`src/ebalu_pkg.sv`:
```
package ebalu_pkg;

	// operation codes presented by the sequencer
	typedef enum logic [4:0] {
		EBALU_OP_NONE    = 5'h00,
		EBALU_OP_SUB     = 5'h01,
		EBALU_OP_SUBB    = 5'h02,
		EBALU_OP_AND     = 5'h03,
		EBALU_OP_OR      = 5'h04,
		EBALU_OP_XOR     = 5'h05,
		EBALU_OP_CMP     = 5'h06,
		EBALU_OP_WADD    = 5'h07,
		EBALU_OP_WSUB    = 5'h08,
		EBALU_OP_WCMP    = 5'h09,
		EBALU_OP_MUL     = 5'h0A,
		EBALU_OP_DIV     = 5'h0B,
		EBALU_OP_INC     = 5'h0C,
		EBALU_OP_DEC     = 5'h0D,
		EBALU_OP_PINC    = 5'h0E,
		EBALU_OP_PDEC    = 5'h0F,
		EBALU_OP_ROR     = 5'h10,
		EBALU_OP_ROL     = 5'h11,
		EBALU_OP_RTCR    = 5'h12,
		EBALU_OP_RTCL    = 5'h13,
		EBALU_OP_NRR     = 5'h14,
		EBALU_OP_NRL     = 5'h15,
		EBALU_OP_DAA     = 5'h16,
		EBALU_OP_DAS     = 5'h17,
		EBALU_OP_CAND    = 5'h18,
		EBALU_OP_COR     = 5'h19,
		EBALU_OP_CXOR    = 5'h1A,
		EBALU_OP_CMOV    = 5'h1B,
		EBALU_OP_CSET    = 5'h1C,
		EBALU_OP_CCLR    = 5'h1D,
		EBALU_OP_CINV    = 5'h1E,
		EBALU_OP_PSWBIT  = 5'h1F
	} ebalu_op_t;

	// request from the sequencer
	typedef struct packed {
		ebalu_op_t  op;        // operation
		logic [15:0] dst;      // destination byte/word (accumulator pair for word ops)
		logic [15:0] src;      // operand byte/word, divisor in low byte
		logic [2:0]  bit_sel;  // bit index for carry logic / status bit ops
		logic        bit_val;  // value written by status bit ops
		logic        ext;      // operand in the external expansion area
		logic        sfr;      // operand is a special function register
		logic        rmw;      // form reads then writes memory
	} ebalu_req_t;

	// result back to the sequencer
	typedef struct packed {
		logic [15:0] res;      // main result (pair or byte in low bits)
		logic [7:0]  aux;      // remainder or rewritten memory byte
		logic        wr_res;   // result must be written back
		logic        wr_aux;   // aux must be written back
	} ebalu_rsp_t;

	// status word bit positions
	localparam int EBALU_PSW_CY = 0;
	localparam int EBALU_PSW_AC = 4;
	localparam int EBALU_PSW_Z  = 6;
	localparam logic [7:0] EBALU_PSW_RST = 8'h02;

	// cycle counts, short and long figures
	localparam logic [5:0] EBALU_CYC_BYTE    = 6'h04;
	localparam logic [5:0] EBALU_CYC_EXT     = 6'h09;
	localparam logic [5:0] EBALU_CYC_WORD    = 6'h06;
	localparam logic [5:0] EBALU_CYC_MUL     = 6'h10;
	localparam logic [5:0] EBALU_CYC_DIV     = 6'h19;
	localparam logic [5:0] EBALU_CYC_INCR    = 6'h02;
	localparam logic [5:0] EBALU_CYC_INCM    = 6'h04;
	localparam logic [5:0] EBALU_CYC_INCL    = 6'h06;
	localparam logic [5:0] EBALU_CYC_PAIR    = 6'h04;
	localparam logic [5:0] EBALU_CYC_ROT     = 6'h02;
	localparam logic [5:0] EBALU_CYC_NIB     = 6'h0A;
	localparam logic [5:0] EBALU_CYC_NIBX    = 6'h0C;
	localparam logic [5:0] EBALU_CYC_ADJ     = 6'h04;
	localparam logic [5:0] EBALU_CYC_CBIT    = 6'h06;
	localparam logic [5:0] EBALU_CYC_CBITX   = 6'h07;
	localparam logic [5:0] EBALU_CYC_PSWB    = 6'h06;
	localparam logic [5:0] EBALU_CYC_CFLAG   = 6'h02;
	localparam int         EBALU_DIV_STEPS   = 16;

endpackage

```
`src/ebalu_core.sv`:
```
`timescale 1ns/1ps
module ebalu_core
	import ebalu_pkg::*;
#(
	parameter int CLK_DIV = 1            // base core clock divider, doubled per step of the clock select
)
(
	input  wire logic        MCLK,
	input  wire logic        ARST_N,
	input  wire logic [2:0]  CLK_SEL,    // processor clock select field
	input  wire logic        REQ_VALID,
	input  wire ebalu_req_t  REQ,
	input  wire logic        MEM_WAIT,   // read or write wait from expansion area
	input  wire logic        PSW_LOAD,   // sequencer loads a new status word
	input  wire logic [7:0]  PSW_IN,
	output ebalu_rsp_t       RSP,
	output logic             DONE,
	output logic             BUSY,
	output logic [7:0]       PSW_OUT
);

	////////////////////////////////////////////////////////////////////////
	// core clock enable
	logic [7:0] div_ff;                  // prescaler count
	logic [7:0] div_lim;                 // divide ratio minus one
	logic       cpu_en;                  // one core clock cycle
	logic       start;                   // request taken at this edge

	assign div_lim = 8'((CLK_DIV << CLK_SEL) - 1);
	assign cpu_en  = div_ff >= div_lim;

	// prescaler; restarts on accept so the first core cycle is a whole one
	always_ff @(posedge MCLK or negedge ARST_N) begin
		if (!ARST_N) begin
			div_ff <= 8'h00;
		end else begin
			div_ff <= (cpu_en || start) ? 8'h00 : div_ff + 8'h01;
		end
	end

	////////////////////////////////////////////////////////////////////////
	// request latch
	ebalu_req_t req_ff;                  // operation in flight
	logic       cy;                      // current carry
	logic [7:0] psw_ff;                  // status word
	logic       busy_w;
	logic       last_w;

	assign cy    = psw_ff[EBALU_PSW_CY];
	assign start = REQ_VALID && !busy_w;

	// hold the request for the whole instruction
	always_ff @(posedge MCLK or negedge ARST_N) begin
		if (!ARST_N) begin
			req_ff <= '0;
		end else if (start) begin
			req_ff <= REQ;
		end
	end

	////////////////////////////////////////////////////////////////////////
	// cycle figure
	logic [5:0] base;
	logic       slow;                    // operand outside fast RAM

	assign slow = REQ.ext || REQ.sfr;

	// per-operation cycle figure; long figure plus waits counted by timer
	always_comb begin
		unique case (REQ.op)
			EBALU_OP_WADD, EBALU_OP_WSUB, EBALU_OP_WCMP: base = EBALU_CYC_WORD;
			EBALU_OP_MUL:                                base = EBALU_CYC_MUL;
			EBALU_OP_DIV:                                base = EBALU_CYC_DIV;
			EBALU_OP_INC, EBALU_OP_DEC:                  base = slow ? EBALU_CYC_INCL : EBALU_CYC_INCR;
			EBALU_OP_PINC, EBALU_OP_PDEC:                base = EBALU_CYC_PAIR;
			EBALU_OP_ROR, EBALU_OP_ROL,
			EBALU_OP_RTCR, EBALU_OP_RTCL:                base = EBALU_CYC_ROT;
			EBALU_OP_NRR, EBALU_OP_NRL:                  base = slow ? EBALU_CYC_NIBX : EBALU_CYC_NIB;
			EBALU_OP_DAA, EBALU_OP_DAS:                  base = EBALU_CYC_ADJ;
			EBALU_OP_CAND, EBALU_OP_COR,
			EBALU_OP_CXOR, EBALU_OP_CMOV:                base = slow ? EBALU_CYC_CBITX : EBALU_CYC_CBIT;
			EBALU_OP_CSET, EBALU_OP_CCLR, EBALU_OP_CINV: base = EBALU_CYC_CFLAG;
			EBALU_OP_PSWBIT:                             base = EBALU_CYC_PSWB;
			EBALU_OP_NONE:                               base = EBALU_CYC_ROT;
			default:                                     base = slow ? EBALU_CYC_EXT : EBALU_CYC_BYTE;
		endcase
	end

	// instruction timer
	ebalu_cycles u_cycles (
		.clk      (MCLK),
		.arst_n   (ARST_N),
		.cpu_en   (cpu_en),
		.start    (start),
		.base     (base),
		.wait_req (MEM_WAIT && req_ff.ext),
		.busy     (busy_w),
		.last     (last_w)
	);

	////////////////////////////////////////////////////////////////////////
	// iterative divide (shift-subtract, one step per core cycle)
	logic [15:0] quo_ff;                 // dividend shifting into quotient
	logic [7:0]  rem_ff;                 // partial remainder
	logic [4:0]  step_ff;                // steps left
	logic [8:0]  trial;                  // remainder shifted with next bit
	logic [8:0]  diff9;

	assign trial = {rem_ff, quo_ff[15]};
	assign diff9 = trial - {1'b0, req_ff.src[7:0]};

	// quotient and remainder built in steps
	always_ff @(posedge MCLK or negedge ARST_N) begin
		if (!ARST_N) begin
			quo_ff  <= 16'h0000;
			rem_ff  <= 8'h00;
			step_ff <= 5'h00;
		end else if (start) begin
			quo_ff  <= REQ.dst;
			rem_ff  <= 8'h00;
			step_ff <= 5'(EBALU_DIV_STEPS);
		end else if (cpu_en && step_ff != 5'h00) begin
			// borrow clear means divisor fits
			quo_ff  <= {quo_ff[14:0], !diff9[8]};
			rem_ff  <= diff9[8] ? trial[7:0] : diff9[7:0];
			step_ff <= step_ff - 5'h01;
		end
	end

	////////////////////////////////////////////////////////////////////////
	// datapath
	logic [7:0]  a;                      // destination byte
	logic [7:0]  b;                      // operand byte
	logic        sub_cin;                // borrow in for byte subtraction
	logic [8:0]  bdiff;                  // byte difference with borrow out
	logic [4:0]  hdiff;                  // low nibble difference with half borrow
	logic [16:0] wsum;                   // word add
	logic [16:0] wdiff;                  // word subtract
	logic [8:0]  inc9;
	logic [8:0]  dec9;
	logic        sel_bit;                // selected operand bit
	logic [7:0]  mem_b;                  // memory byte for nibble rotates
	logic        lo_adj;
	logic        hi_adj;
	logic [7:0]  daa_v;
	logic [8:0]  dad_sum;
	logic [7:0]  das_v;

	assign a       = req_ff.dst[7:0];
	assign b       = req_ff.src[7:0];
	assign mem_b   = req_ff.src[7:0];
	assign sub_cin = (req_ff.op == EBALU_OP_SUBB) ? cy : 1'b0;
	assign bdiff   = {1'b0, a} - {1'b0, b} - {8'h00, sub_cin};
	assign hdiff   = {1'b0, a[3:0]} - {1'b0, b[3:0]} - {4'h0, sub_cin};
	// word arithmetic, carry from bit 15
	assign wsum    = {1'b0, req_ff.dst} + {1'b0, req_ff.src};
	assign wdiff   = {1'b0, req_ff.dst} - {1'b0, req_ff.src};
	assign inc9    = {1'b0, a} + 9'h001;
	assign dec9    = {1'b0, a} - 9'h001;
	assign sel_bit = b[req_ff.bit_sel];
	// decimal adjust uses half carry and carry of the prior op
	assign lo_adj  = psw_ff[EBALU_PSW_AC] || (a[3:0] > 4'h9);
	assign hi_adj  = cy || (a > 8'h99);
	assign dad_sum = {1'b0, a} + {1'b0, (hi_adj ? 8'h60 : 8'h00) | (lo_adj ? 8'h06 : 8'h00)};
	assign daa_v   = dad_sum[7:0];
	assign das_v   = a - ((psw_ff[EBALU_PSW_CY] ? 8'h60 : 8'h00) | (psw_ff[EBALU_PSW_AC] ? 8'h06 : 8'h00));

	ebalu_rsp_t rsp_n;                   // result of the current op
	logic [7:0] psw_n;                   // status word after the op

	// result and flag selection; untouched flags keep their value
	always_comb begin
		rsp_n = '0;
		psw_n = psw_ff;
		unique case (req_ff.op)
			EBALU_OP_SUB, EBALU_OP_SUBB: begin
				rsp_n.res = {8'h00, bdiff[7:0]};
				rsp_n.wr_res = 1'b1;
				psw_n[EBALU_PSW_Z]  = bdiff[7:0] == 8'h00;
				psw_n[EBALU_PSW_AC] = hdiff[4];
				psw_n[EBALU_PSW_CY] = bdiff[8];
			end
			EBALU_OP_CMP: begin
				psw_n[EBALU_PSW_Z]  = bdiff[7:0] == 8'h00;
				psw_n[EBALU_PSW_AC] = hdiff[4];
				psw_n[EBALU_PSW_CY] = bdiff[8];
			end
			EBALU_OP_AND: begin
				rsp_n.res = {8'h00, a & b};
				rsp_n.wr_res = 1'b1;
				psw_n[EBALU_PSW_Z] = (a & b) == 8'h00;
			end
			EBALU_OP_OR: begin
				rsp_n.res = {8'h00, a | b};
				rsp_n.wr_res = 1'b1;
				psw_n[EBALU_PSW_Z] = (a | b) == 8'h00;
			end
			EBALU_OP_XOR: begin
				rsp_n.res = {8'h00, a ^ b};
				rsp_n.wr_res = 1'b1;
				psw_n[EBALU_PSW_Z] = (a ^ b) == 8'h00;
			end
			// word add, half carry from bit 7
			EBALU_OP_WADD: begin
				rsp_n.res = wsum[15:0];
				rsp_n.wr_res = 1'b1;
				psw_n[EBALU_PSW_Z]  = wsum[15:0] == 16'h0000;
				psw_n[EBALU_PSW_AC] = wsum[8] ^ req_ff.dst[8] ^ req_ff.src[8];
				psw_n[EBALU_PSW_CY] = wsum[16];
			end
			EBALU_OP_WSUB, EBALU_OP_WCMP: begin
				rsp_n.res = wdiff[15:0];
				rsp_n.wr_res = req_ff.op == EBALU_OP_WSUB;
				psw_n[EBALU_PSW_Z]  = wdiff[15:0] == 16'h0000;
				psw_n[EBALU_PSW_AC] = wdiff[8] ^ req_ff.dst[8] ^ req_ff.src[8];
				psw_n[EBALU_PSW_CY] = wdiff[16];
			end
			EBALU_OP_MUL: begin
				rsp_n.res = 16'(a * b);
				rsp_n.wr_res = 1'b1;
			end
			EBALU_OP_DIV: begin
				rsp_n.res = quo_ff;
				rsp_n.aux = rem_ff;
				rsp_n.wr_res = 1'b1;
				rsp_n.wr_aux = 1'b1;
			end
			EBALU_OP_INC: begin
				rsp_n.res = {8'h00, inc9[7:0]};
				rsp_n.wr_res = 1'b1;
				psw_n[EBALU_PSW_Z]  = inc9[7:0] == 8'h00;
				psw_n[EBALU_PSW_AC] = a[3:0] == 4'hF;
			end
			EBALU_OP_DEC: begin
				rsp_n.res = {8'h00, dec9[7:0]};
				rsp_n.wr_res = 1'b1;
				psw_n[EBALU_PSW_Z]  = dec9[7:0] == 8'h00;
				psw_n[EBALU_PSW_AC] = a[3:0] == 4'h0;
			end
			EBALU_OP_PINC, EBALU_OP_PDEC: begin
				rsp_n.res = (req_ff.op == EBALU_OP_PINC) ? req_ff.dst + 16'h0001 : req_ff.dst - 16'h0001;
				rsp_n.wr_res = 1'b1;
			end
			EBALU_OP_ROR: begin
				rsp_n.res = {8'h00, a[0], a[7:1]};
				rsp_n.wr_res = 1'b1;
				psw_n[EBALU_PSW_CY] = a[0];
			end
			EBALU_OP_ROL: begin
				rsp_n.res = {8'h00, a[6:0], a[7]};
				rsp_n.wr_res = 1'b1;
				psw_n[EBALU_PSW_CY] = a[7];
			end
			EBALU_OP_RTCR: begin
				rsp_n.res = {8'h00, cy, a[7:1]};
				rsp_n.wr_res = 1'b1;
				psw_n[EBALU_PSW_CY] = a[0];
			end
			EBALU_OP_RTCL: begin
				rsp_n.res = {8'h00, a[6:0], cy};
				rsp_n.wr_res = 1'b1;
				psw_n[EBALU_PSW_CY] = a[7];
			end
			// twelve-bit right rotate, memory byte in aux
			EBALU_OP_NRR: begin
				rsp_n.res = {8'h00, a[7:4], mem_b[3:0]};
				rsp_n.aux = {a[3:0], mem_b[7:4]};
				rsp_n.wr_res = 1'b1;
				rsp_n.wr_aux = 1'b1;
			end
			EBALU_OP_NRL: begin
				rsp_n.res = {8'h00, a[7:4], mem_b[7:4]};
				rsp_n.aux = {mem_b[3:0], a[3:0]};
				rsp_n.wr_res = 1'b1;
				rsp_n.wr_aux = 1'b1;
			end
			EBALU_OP_DAA: begin
				rsp_n.res = {8'h00, daa_v};
				rsp_n.wr_res = 1'b1;
				psw_n[EBALU_PSW_Z]  = daa_v == 8'h00;
				psw_n[EBALU_PSW_AC] = lo_adj && (a[3:0] > 4'h9);
				psw_n[EBALU_PSW_CY] = hi_adj || dad_sum[8];
			end
			EBALU_OP_DAS: begin
				rsp_n.res = {8'h00, das_v};
				rsp_n.wr_res = 1'b1;
				psw_n[EBALU_PSW_Z]  = das_v == 8'h00;
				psw_n[EBALU_PSW_AC] = 1'b0;
			end
			EBALU_OP_CAND: psw_n[EBALU_PSW_CY] = cy & sel_bit;
			EBALU_OP_COR:  psw_n[EBALU_PSW_CY] = cy | sel_bit;
			EBALU_OP_CXOR: psw_n[EBALU_PSW_CY] = cy ^ sel_bit;
			EBALU_OP_CMOV: psw_n[EBALU_PSW_CY] = sel_bit;
			EBALU_OP_CSET: psw_n[EBALU_PSW_CY] = 1'b1;
			EBALU_OP_CCLR: psw_n[EBALU_PSW_CY] = 1'b0;
			EBALU_OP_CINV: psw_n[EBALU_PSW_CY] = !cy;
			EBALU_OP_PSWBIT: psw_n[req_ff.bit_sel] = req_ff.bit_val;
			EBALU_OP_NONE: begin
				rsp_n = '0;
			end
		endcase
	end

	////////////////////////////////////////////////////////////////////////
	// output registers
	ebalu_rsp_t rsp_ff;
	logic       done_ff;
	logic       busy_ff;

	// results land on the last core cycle
	always_ff @(posedge MCLK or negedge ARST_N) begin
		if (!ARST_N) begin
			rsp_ff  <= '0;
			done_ff <= 1'b0;
			busy_ff <= 1'b0;
			psw_ff  <= EBALU_PSW_RST;
		end else begin
			done_ff <= last_w;
			busy_ff <= start || (busy_w && !last_w);
			if (last_w) begin
				rsp_ff <= rsp_n;
				psw_ff <= psw_n;
			end else if (PSW_LOAD && !busy_w) begin
				psw_ff <= PSW_IN;
			end
		end
	end

	assign RSP     = rsp_ff;
	assign DONE    = done_ff;
	assign BUSY    = busy_ff;
	assign PSW_OUT = psw_ff;

endmodule

```
`src/ebalu_cycles.sv`:
```
`timescale 1ns/1ps
// instruction timer: counts core clock enables, stretched by wait states
module ebalu_cycles
	import ebalu_pkg::*;
(
	input  wire logic       clk,
	input  wire logic       arst_n,
	input  wire logic       cpu_en,     // one core clock cycle
	input  wire logic       start,      // load a new count
	input  wire logic [5:0] base,       // cycles from the short/long figure
	input  wire logic       wait_req,   // memory asks for one more cycle
	output logic            busy,
	output logic            last        // final enabled cycle
);
	logic [5:0] cnt_ff;                 // cycles still to run
	logic [5:0] nxt_cnt;

	// a wait cycle holds the count, so n and m add one each
	assign nxt_cnt = start ? base :
	                 (cpu_en && !wait_req && cnt_ff != 6'h00) ? cnt_ff - 6'h01 : cnt_ff;
	assign busy    = cnt_ff != 6'h00;
	assign last    = cpu_en && !wait_req && cnt_ff == 6'h01;

	// counter register
	always_ff @(posedge clk or negedge arst_n) begin
		if (!arst_n) begin
			cnt_ff <= 6'h00;
		end else begin
			cnt_ff <= nxt_cnt;
		end
	end
endmodule

```
`config.mk`:
```
export PLATFORM = sky130hd
export DESIGN_NAME = ebalu_core
export DESIGN_NICKNAME = d
export VERILOG_FILES = /design/src/ebalu_pkg.sv /design/src/ebalu_core.sv /design/src/ebalu_cycles.sv
export SDC_FILE = /design/constraint.sdc
export NUM_CORES = 1
export LEC_CHECK = 0
export BUFFER_PORTS_ARGS = -buffer_cell sky130_fd_sc_hd__buf_2
export CORE_ASPECT_RATIO = 0.6
export CORE_MARGIN = 10
export CORE_UTILIZATION = 49
export CTS_CLUSTER_SIZE = 20
export DETAILED_ROUTE_END_ITERATION = 7
export PLACE_DENSITY = 0.67
export SLEW_MARGIN = 20
export SYNTH_ARGS = -nofsm -noshare
export SYNTH_HDL_FRONTEND = slang
export SYNTH_SLANG_ARGS = --single-unit
```
`constraint.sdc`:
```
create_clock -name MCLK -period 11.9 [get_ports MCLK]
set_clock_uncertainty 0.15 [all_clocks]
set_input_delay 1.785 -clock MCLK [delete_from_list [all_inputs] [get_ports MCLK]]
set_output_delay 1.785 -clock MCLK [all_outputs]
set_load 0.03 [all_outputs]
```
**Word level (Yosys, flattened, before mapping)**

Index checks and enable logic that the tools add are counted.

- Flip-flop bits (word level): 121
- Input bits: 60
- Word-level logic and storage cells: 213

- Add/subtract/negate cells: 17
- $mul: 1
- Magnitude comparators: 5
- Equal/unequal tests: 62
- Shifts and indexed selects: 1
- Muxes and demuxes: 38
- Bitwise operators: 12
- Reductions and logical operators: 56

Operators by type and width:

| kind | number |
|---|---|
| one-hot mux 16 bit (19 select lines) | 1 |
| == test 5 bit (second input constant) | 32 |
| == test 5 x 4 -> 1 bit (second input constant) | 16 |
| logical NOT 8 bit | 8 |
| 2-to-1 mux 16 bit | 3 |
| 2-to-1 mux 8 bit | 6 |
| one-hot mux 5 bit (8 select lines) | 1 |
| logical NOT 16 bit | 2 |
| == test 5 x 3 -> 1 bit (second input constant) | 5 |
| one-hot mux 8 bit (3 select lines) | 1 |
| OR reduction 20 bit | 1 |
| adder 16 x 16 -> 17 bit | 1 |
| subtractor 16 x 16 -> 17 bit | 1 |
| adder 16 x 1 -> 16 bit (second input constant) | 1 |
| adder 8 x 1 -> 8 bit (second input constant) | 2 |
| multiplier 8 x 8 -> 16 bit | 1 |
| subtractor 16 x 1 -> 16 bit (second input constant) | 1 |
| 2-to-1 mux 3 bit | 5 |
| != test 15 x 4 -> 1 bit (second input constant) | 1 |
| 2-to-1 mux 7 bit | 2 |
| bitwise OR 7 x 3 -> 7 bit | 2 |
| one-hot mux 1 bit (14 select lines) | 1 |
| OR reduction 2 bit | 7 |
| 2-to-1 mux 6 bit | 2 |
| other kinds (51) | 89 |

**Depth between registers and ports, before layout**

Gate-level depths: netlist of the first run.

- Word-level depth: 8
- Gate-level depth with buffers: 21
- Gate-level depth less buffers: 20

**By module**

A second synthesis of the first run with hierarchy kept.

- Cell total of the unflattened synthesis: 1699
- Area, all modules: 13420.4 um2

Modules (own cells, without submodules):

| module | instances | cells each | area an instance (um2) |
|---|---|---|---|
| ebalu_core | 1 | 1643 | 12946.2 |
| ebalu_cycles | 1 | 56 | 474.2 |

**Worst setup path before layout of the first run**

Ideal clock, no wire load.

- Path type: reg-to-reg
- Start point: reg req_ff, in the netlist a[2]
- End point: reg rsp_ff, in the netlist RSP[25]
- Library setup time: 130 ps
- Arrival: 5467 ps
- Slack: 6153 ps
- Stages on the path, launching flop included: 21
- Path buffers: 2
- Clock period less this slack: 5747 ps
- Cell sequence: dfrtp_1 > clkbuf_1 > clkbuf_1 > clkinv_1 > nor2_1 > fa_1 > fa_1 > fa_1 > inv_1 > fa_1 > inv_1 > ha_1 > or2_2 > a21oi_1 > a21oi_1 > a41o_1 > o41ai_1 > xnor2_1 > nor2_1 > a2111oi_1 > o21ai_1

- Longest elaborated chain between the ends: 3
- Elaborated cells between the ends (all ways): 7
- Those cells by class: 4 x add/sub; 1 x mul; 2 x mux

Ends and longest elaborated chain:

| element | line | RTL |
|---|---|---|
| from (decl) | ebalu_core.sv:43 | `ebalu_req_t req_ff;` |
| from (signal assigned) | ebalu_core.sv:55 | `req_ff <= '0;` |
| from (signal assigned) | ebalu_core.sv:57 | `req_ff <= REQ;` |
| branches (longest 2 deep; another with multiplier 8 x 8 -> 16 bit) | -- |  |
| one-hot mux 16 bit (19 select lines) * | ebalu_core.sv:175 | `unique case (req_ff.op)` |
| to (signal assigned) | ebalu_core.sv:321 | `rsp_ff <= rsp_n;` |
| to (decl) | ebalu_core.sv:306 | `ebalu_rsp_t rsp_ff;` |

Mark *: on every way between the ends.
A chain may end at the register's enable or synchronous reset.

**Final worst setup path of the first run**

- Start point: reg req_ff, in the netlist b[6]
- End point: reg rsp_ff, in the netlist RSP[25]

- Longest elaborated chain between the ends: 2
- Elaborated cells between the ends (all ways): 4
- Those cells by class: 2 x add/sub; 1 x mul; 1 x mux

Ends and longest elaborated chain:

| element | line | RTL |
|---|---|---|
| multiplier 8 x 8 -> 16 bit, or another cell as far along | ebalu_core.sv:219 | `rsp_n.res = 16'(a * b);` |
| one-hot mux 16 bit (19 select lines) * | ebalu_core.sv:175 |  |

Mark *: on every way between the ends. The rest lies on a longest branch, timed or not.

==> results of run 1 <==
registers in the layout (all words and copies together) (netlist names):
signal and flops:
div_ff 8, b 8, BUSY 1, RSP 26
step_ff 5, PSW_OUT 8, a 8, req_ff 26
quo_ff 16, u_cycles.cnt_ff 6, rem_ff 8, DONE 1
critical path, cell delays in order, from the launching register on:
cell and delay, ns:
dfrtp_1 0.67, clkinv_1 0.74, nor2_1 0.35, fa_1 0.49, fa_1 0.52, fa_1 0.55, inv_1 0.05, fa_1 0.53
inv_1 0.05, ha_1 0.32, or2_2 0.30, a21oi_1 0.15, a21oi_1 0.09, a41o_1 0.31, o41ai_1 0.32, xnor2_1 0.22
nor2_1 0.17, a2111oi_1 0.38, o21ai_1 0.09
how the worst max path moves through the flow:
stage | to | slack [ns] | cells past startpoint
after floorplan | RSP[25]$_DFFE_PN0N_ | 6.15 | 20
final | RSP[25]$_DFFE_PN0N_ | 5.28 | 18
after global placement | RSP[25]$_DFFE_PN0N_ | 5.45 | 18
after CTS | RSP[25]$_DFFE_PN0N_ | 5.41 | 18
after detailed placement | RSP[25]$_DFFE_PN0N_ | 5.45 | 18
after global routing | RSP[25]$_DFFE_PN0N_ | 5.00 | 18
area by class of cell:
cell class	instances	area [sq um]	share of cell area (%)
inverters	127	476.7	3.249
diodes	1	2.502	0.01705
multi-input cells	1319	9430	64.27
clock inverters	13	145.1	0.9892
repair buffers	125	709.4	4.835
clock buffers	18	429.2	2.925
flip-flops and latches	121	3029	20.64
well taps	360	450.4	3.070
per-stage QoR:
step,util (%),hold slack [ns]
2_1_floorplan,-,0.2955
3_3_place_gp,53.01,0.3056
3_5_place_dp,53.01,0.3109
4_1_cts,55.17,0.3261
5_1_grt,55.17,0.3451
6_report,55.18,0.3199
cell usage in the layout (no fill, tap or decap), types with 15 or more instances in the layout:
cell type / n
nand2b_1: 15
fa_1: 44
o22ai_1: 18
mux2i_1: 36
buf_4: 31
nor3_1: 50
clkbuf_16: 17
or3_1: 17
a21oi_1: 99
nor2_1: 154
o21ai_0: 126
nor4_1: 19
nand2_1: 183
inv_1: 110
xor2_1: 29
nand3_1: 30
clkinv_1: 15
ha_1: 140
a221oi_1: 22
a21o_1: 15
dfrtp_1: 120
buf_2: 93
a22oi_1: 15
xnor2_1: 59
a211oi_1: 15
cells by family after synthesis:
family,synth area share (%)
AOI/OAI and AO/OA,22.58
xor gates and xnor gates,5.917
adders and majority gates,19.87
buffers and inverters,6.378
DFF,22.77
muxes,3.048
other,0.02819
and+or+nand+nor,19.41
routing by layer:
metal	GRT usage, %	vias up	wire [um]
li1	-	6027	-
met1	44.91	6482	24750
met2	40.39	681	20210
met3	10.09	64	6225
met4	8.309	0	1018
met5	0	-	0
==> results.cfg, run 1 <==
[status]
outcome = complete, no violations

[routing]
num_vias = 13254
avgRoutedWirePerCell_um = 25.05
drtPass1Iterations = 8
wl_um = 52200
viasPerCell = 6.360
antenna_left = 0
drc = 0
drt_iter0_drc = 1620

[setup_path]
regToRegSetupSlack_ns = 5.28
path_class = reg2reg
cp-startpoint = b[6]$_DFFE_PN0P_
crit_arrival_ns = 6.77
worst-path-max-fanout = 11
r2r-start = b[6]$_DFFE_PN0P_
cp-start-kind = flop
worstSetupEndpointType = flop
rr_endpoint = RSP[25]$_DFFE_PN0N_
crit_required_ns = 12.04
r2r_cells = 18

[final_layout]
num-nets-final = 1955
area_delta_synth_final_pct = 10.31
final_layout_size_suffix_gt1_share_pct = 11.09
stdcell_area_sq_um = 14670
instances_no_fill = 2084
fillCellCount = 2589

[timing]
drv_slew = 0
relSlewSlack_pct = 15.22
setup_viol = 0
timing.final.hold_violations = 0
setup_slack_ns = 5.276
fin_setup_tns_ns = 0
tightestPinTransition_ns = 1.240
post-route-min-period_ns = 6.624
fmax_ghz = 0.1510
min_period_over_period_pct = 55.66
rsz0062_at_grt = no

[synthesis]
synth_edf_count = 0
synthArstFlopShare_pct = 100.0
postSynthCellCount = 1650
syn_area_per_cell_sq_um = 8.062
synth_top_area_share_pct = 22.58
synth_seq_cells = 121
synth_most_common_cell = nand2_1
synth_area_leader_cell = dfrtp_1
syn_area_sq_um = 13300
synth_nets = 1894
ys.flop_type = dfrtp_1
synth_warnings = 0
synth.distinct_cells = 91
synth_common_cells = nand2_1, nor2_1, ha_1, o21ai_0, dfrtp_1
synth_area_leaders = dfrtp_1, ha_1, fa_1
ys_seq_area_share_pct = 22.77

[die]
io_pins = 96
dieArea_sq_um = 34350
start_util_pct = 50.02
num_rows = 46
die_w_um = 232.7
fp.dieH_um = 147.6
core_sq_um = 26590

[grt]
grt_max_degree = 99
grt_pass1_vias = 12732
grt_overflow_total = 0
antenna_found_initial = 0
grt_usage_pct = 30.33
grt_pass1_wl_um = 79310

[hold_path]
hold_end = RSP[17]$_DFFE_PN0N_
hold_path_class = reg2reg
min_from = RSP[17]$_DFFE_PN0N_
whs_path_depth = 2

[clock_network]
clockRootBuffer = clkbuf_16
cts_hold_buf = 0
cts_tree = yes
clk_pin_slew_ns = 0.06
clock_latency_ns = 0.44
cts_buffers = 17
cts.htree.levels = 4
clk_path_buf_depth = 2
cts_resized = 0
post-cts-setup-buffer-count = 0
clock-sinks = 121

[placement]
place_ws_ns = 5.447
gp_congestion = 1.032
place_area_sq_um = 14100
place_inst = 2052
dp_hpwl_um = 39320
port_buffers = 94

[flow_run]
drv_cap = 0
Power of run 1 is not shown: default switching activity piles up to over one toggle a cycle in this logic, so the estimate is an artifact.
==> run 2, diff against run 1 <==
--- a/config.mk
+++ b/config.mk
@@ -11,7 +11,7 @@
 export CORE_UTILIZATION = 49
 export CTS_CLUSTER_SIZE = 20
 export DETAILED_ROUTE_END_ITERATION = 7
-export PLACE_DENSITY = 0.67
+export PLACE_DENSITY = 0.7
 export SLEW_MARGIN = 20
 export SYNTH_ARGS = -nofsm -noshare
 export SYNTH_HDL_FRONTEND = slang
==> constraint.sdc (replaced) <==
create_clock -name MCLK -period 5.75 [get_ports MCLK]
set_clock_uncertainty 0.15 [all_clocks]
set_input_delay 0.8625 -clock MCLK [delete_from_list [all_inputs] [get_ports MCLK]]
set_output_delay 0.8625 -clock MCLK [all_outputs]
set_load 0.03 [all_outputs]
==> results.cfg, run 2 (synthesized netlist as in run 1, its figures left out) <==
[setup_path]
slowest_delay_ns = 0.55
crit_required_ns = 5.90
path_class = reg2reg
path_buf_inv = 3
crit_chain = clkinv_1 -> nor2_1 -> fa_1 -> fa_1 -> fa_1 -> inv_1 -> fa_1 -> inv_1 -> ha_1 -> or2_2 -> a21oi_1 -> a21oi_1 -> a41o_1 -> o41ai_2 -> xnor2_1 -> nor2_1 -> a2111oi_2 -> o21ai_1
cp-startpoint = a[2]$_DFFE_PN0P_
r2r_cells = 18
crit_arrival_ns = 5.60
cp-start-kind = flop
rr_endpoint = RSP[25]$_DFFE_PN0N_
regToRegSetupSlack_ns = 0.30
critPathSlowestCell = fa_1
crit_family = adder cells
r2r-start = a[2]$_DFFE_PN0P_
cp_common_cell = fa_1
worstSetupEndpointType = flop
worst-path-max-fanout = 6

[grt]
antenna_found_initial = 2
grt_max_degree = 80
grt_pass1_wl_um = 79500
grt_overflow_total = 0
grt_pass1_vias = 12916
grt_usage_pct = 30.16

[timing]
setup_viol = 0
relSlewSlack_pct = 40.03
setup_slack_ns = 0.3010
fmax_ghz = 0.1835
timing.final.hold_violations = 0
rsz0062_at_grt = no
drv_slew = 0
tightestPinTransition_ns = 0.8931
post-route-min-period_ns = 5.449
min_period_over_period_pct = 94.77
fin_setup_tns_ns = 0

[clock_network]
clk_pin_slew_ns = 0.06
clockRootBuffer = clkbuf_16
cts_buffers = 17
cts_hold_buf = 0
clock-sinks = 121
cts_tree = yes
clk_path_buf_depth = 2
cts.htree.levels = 4
clock_latency_ns = 0.44

[final_layout]
final_layout_size_suffix_gt1_share_pct = 13.22
mostFrequentLayoutCells = nand2_1, nor2_1, ha_1
instances_no_fill = 2122
antenna_cells = 0
num-nets-final = 1993
fillCellCount = 2525
layout_commonest_cell = nand2_1
area_delta_synth_final_pct = 12.73
stdcell_area_sq_um = 14990

[placement]
gp_congestion = 1.019
dp_hpwl_um = 40670
port_buffers = 94
place_inst = 2090
place_ws_ns = 0.1391
place_area_sq_um = 14380

[routing]
drtPass1Iterations = 6
drc = 0
num_vias = 13496
viasPerCell = 6.360
drt_iter0_drc = 1872
wl_um = 52250
antenna_left = 0
avgRoutedWirePerCell_um = 24.62

[die]
core_sq_um = 26590
dieArea_sq_um = 34350
io_pins = 96
fp.dieH_um = 147.6
num_rows = 46
start_util_pct = 50.02
die_w_um = 232.7

[flow_run]
drv_cap = 0

[status]
outcome = complete, no violations

[hold_path]
hold_path_class = in2async
[run 2: cell type report]
class,count,area [sq um],share of cell area [%]
Sequential cell,121,3029,20.20
Timing Repair Buffer,163,994.7,6.634
Multi-Input combinational cell,1319,9443,62.98
Tap cell,360,450.4,3.004
Clock buffer,18,439.2,2.929
Clock inverter,14,161.4,1.076
Inverter,127,476.7,3.179
[run 2: worst max path at each step]
stage	to	slack, ns	cells past startpoint
after floorplan	RSP[25]$_DFFE_PN0N_	0.003	20
after global placement	RSP[25]$_DFFE_PN0N_	0.23	18
after detailed placement	RSP[25]$_DFFE_PN0N_	0.14	18
after CTS	RSP[25]$_DFFE_PN0N_	0.11	18
after global routing	RSP[19]$_DFFE_PN0N_	0.06	19
final	RSP[25]$_DFFE_PN0N_	0.30	18
[run 2: timing repair]
item,CTS,global route
gates resized for setup,0,2
buffers inserted,0,0
setup endpoints to repair,0,1
[run 2: metrics by stage]
step / hold WS (ns) / utilization, %
after CTS: 0.3291 / 56.34
after floorplan: 0.2955 / -
final: 0.3156 / 56.39
after global placement: 0.3061 / 54.08
after global routing: 0.3487 / 56.39
after detailed placement: 0.3119 / 54.08
[run 2: routing by layer]
| metal | GRT usage [%] | wire length [um] |
|---|---|---|
| met1 | 45.25 | 24530 |
| met5 | 0 | 18 |
| met3 | 11.10 | 6899 |
| met4 | 7.048 | 1081 |
| met2 | 39.21 | 19720 |
Power of run 2 is left out for the same reason.
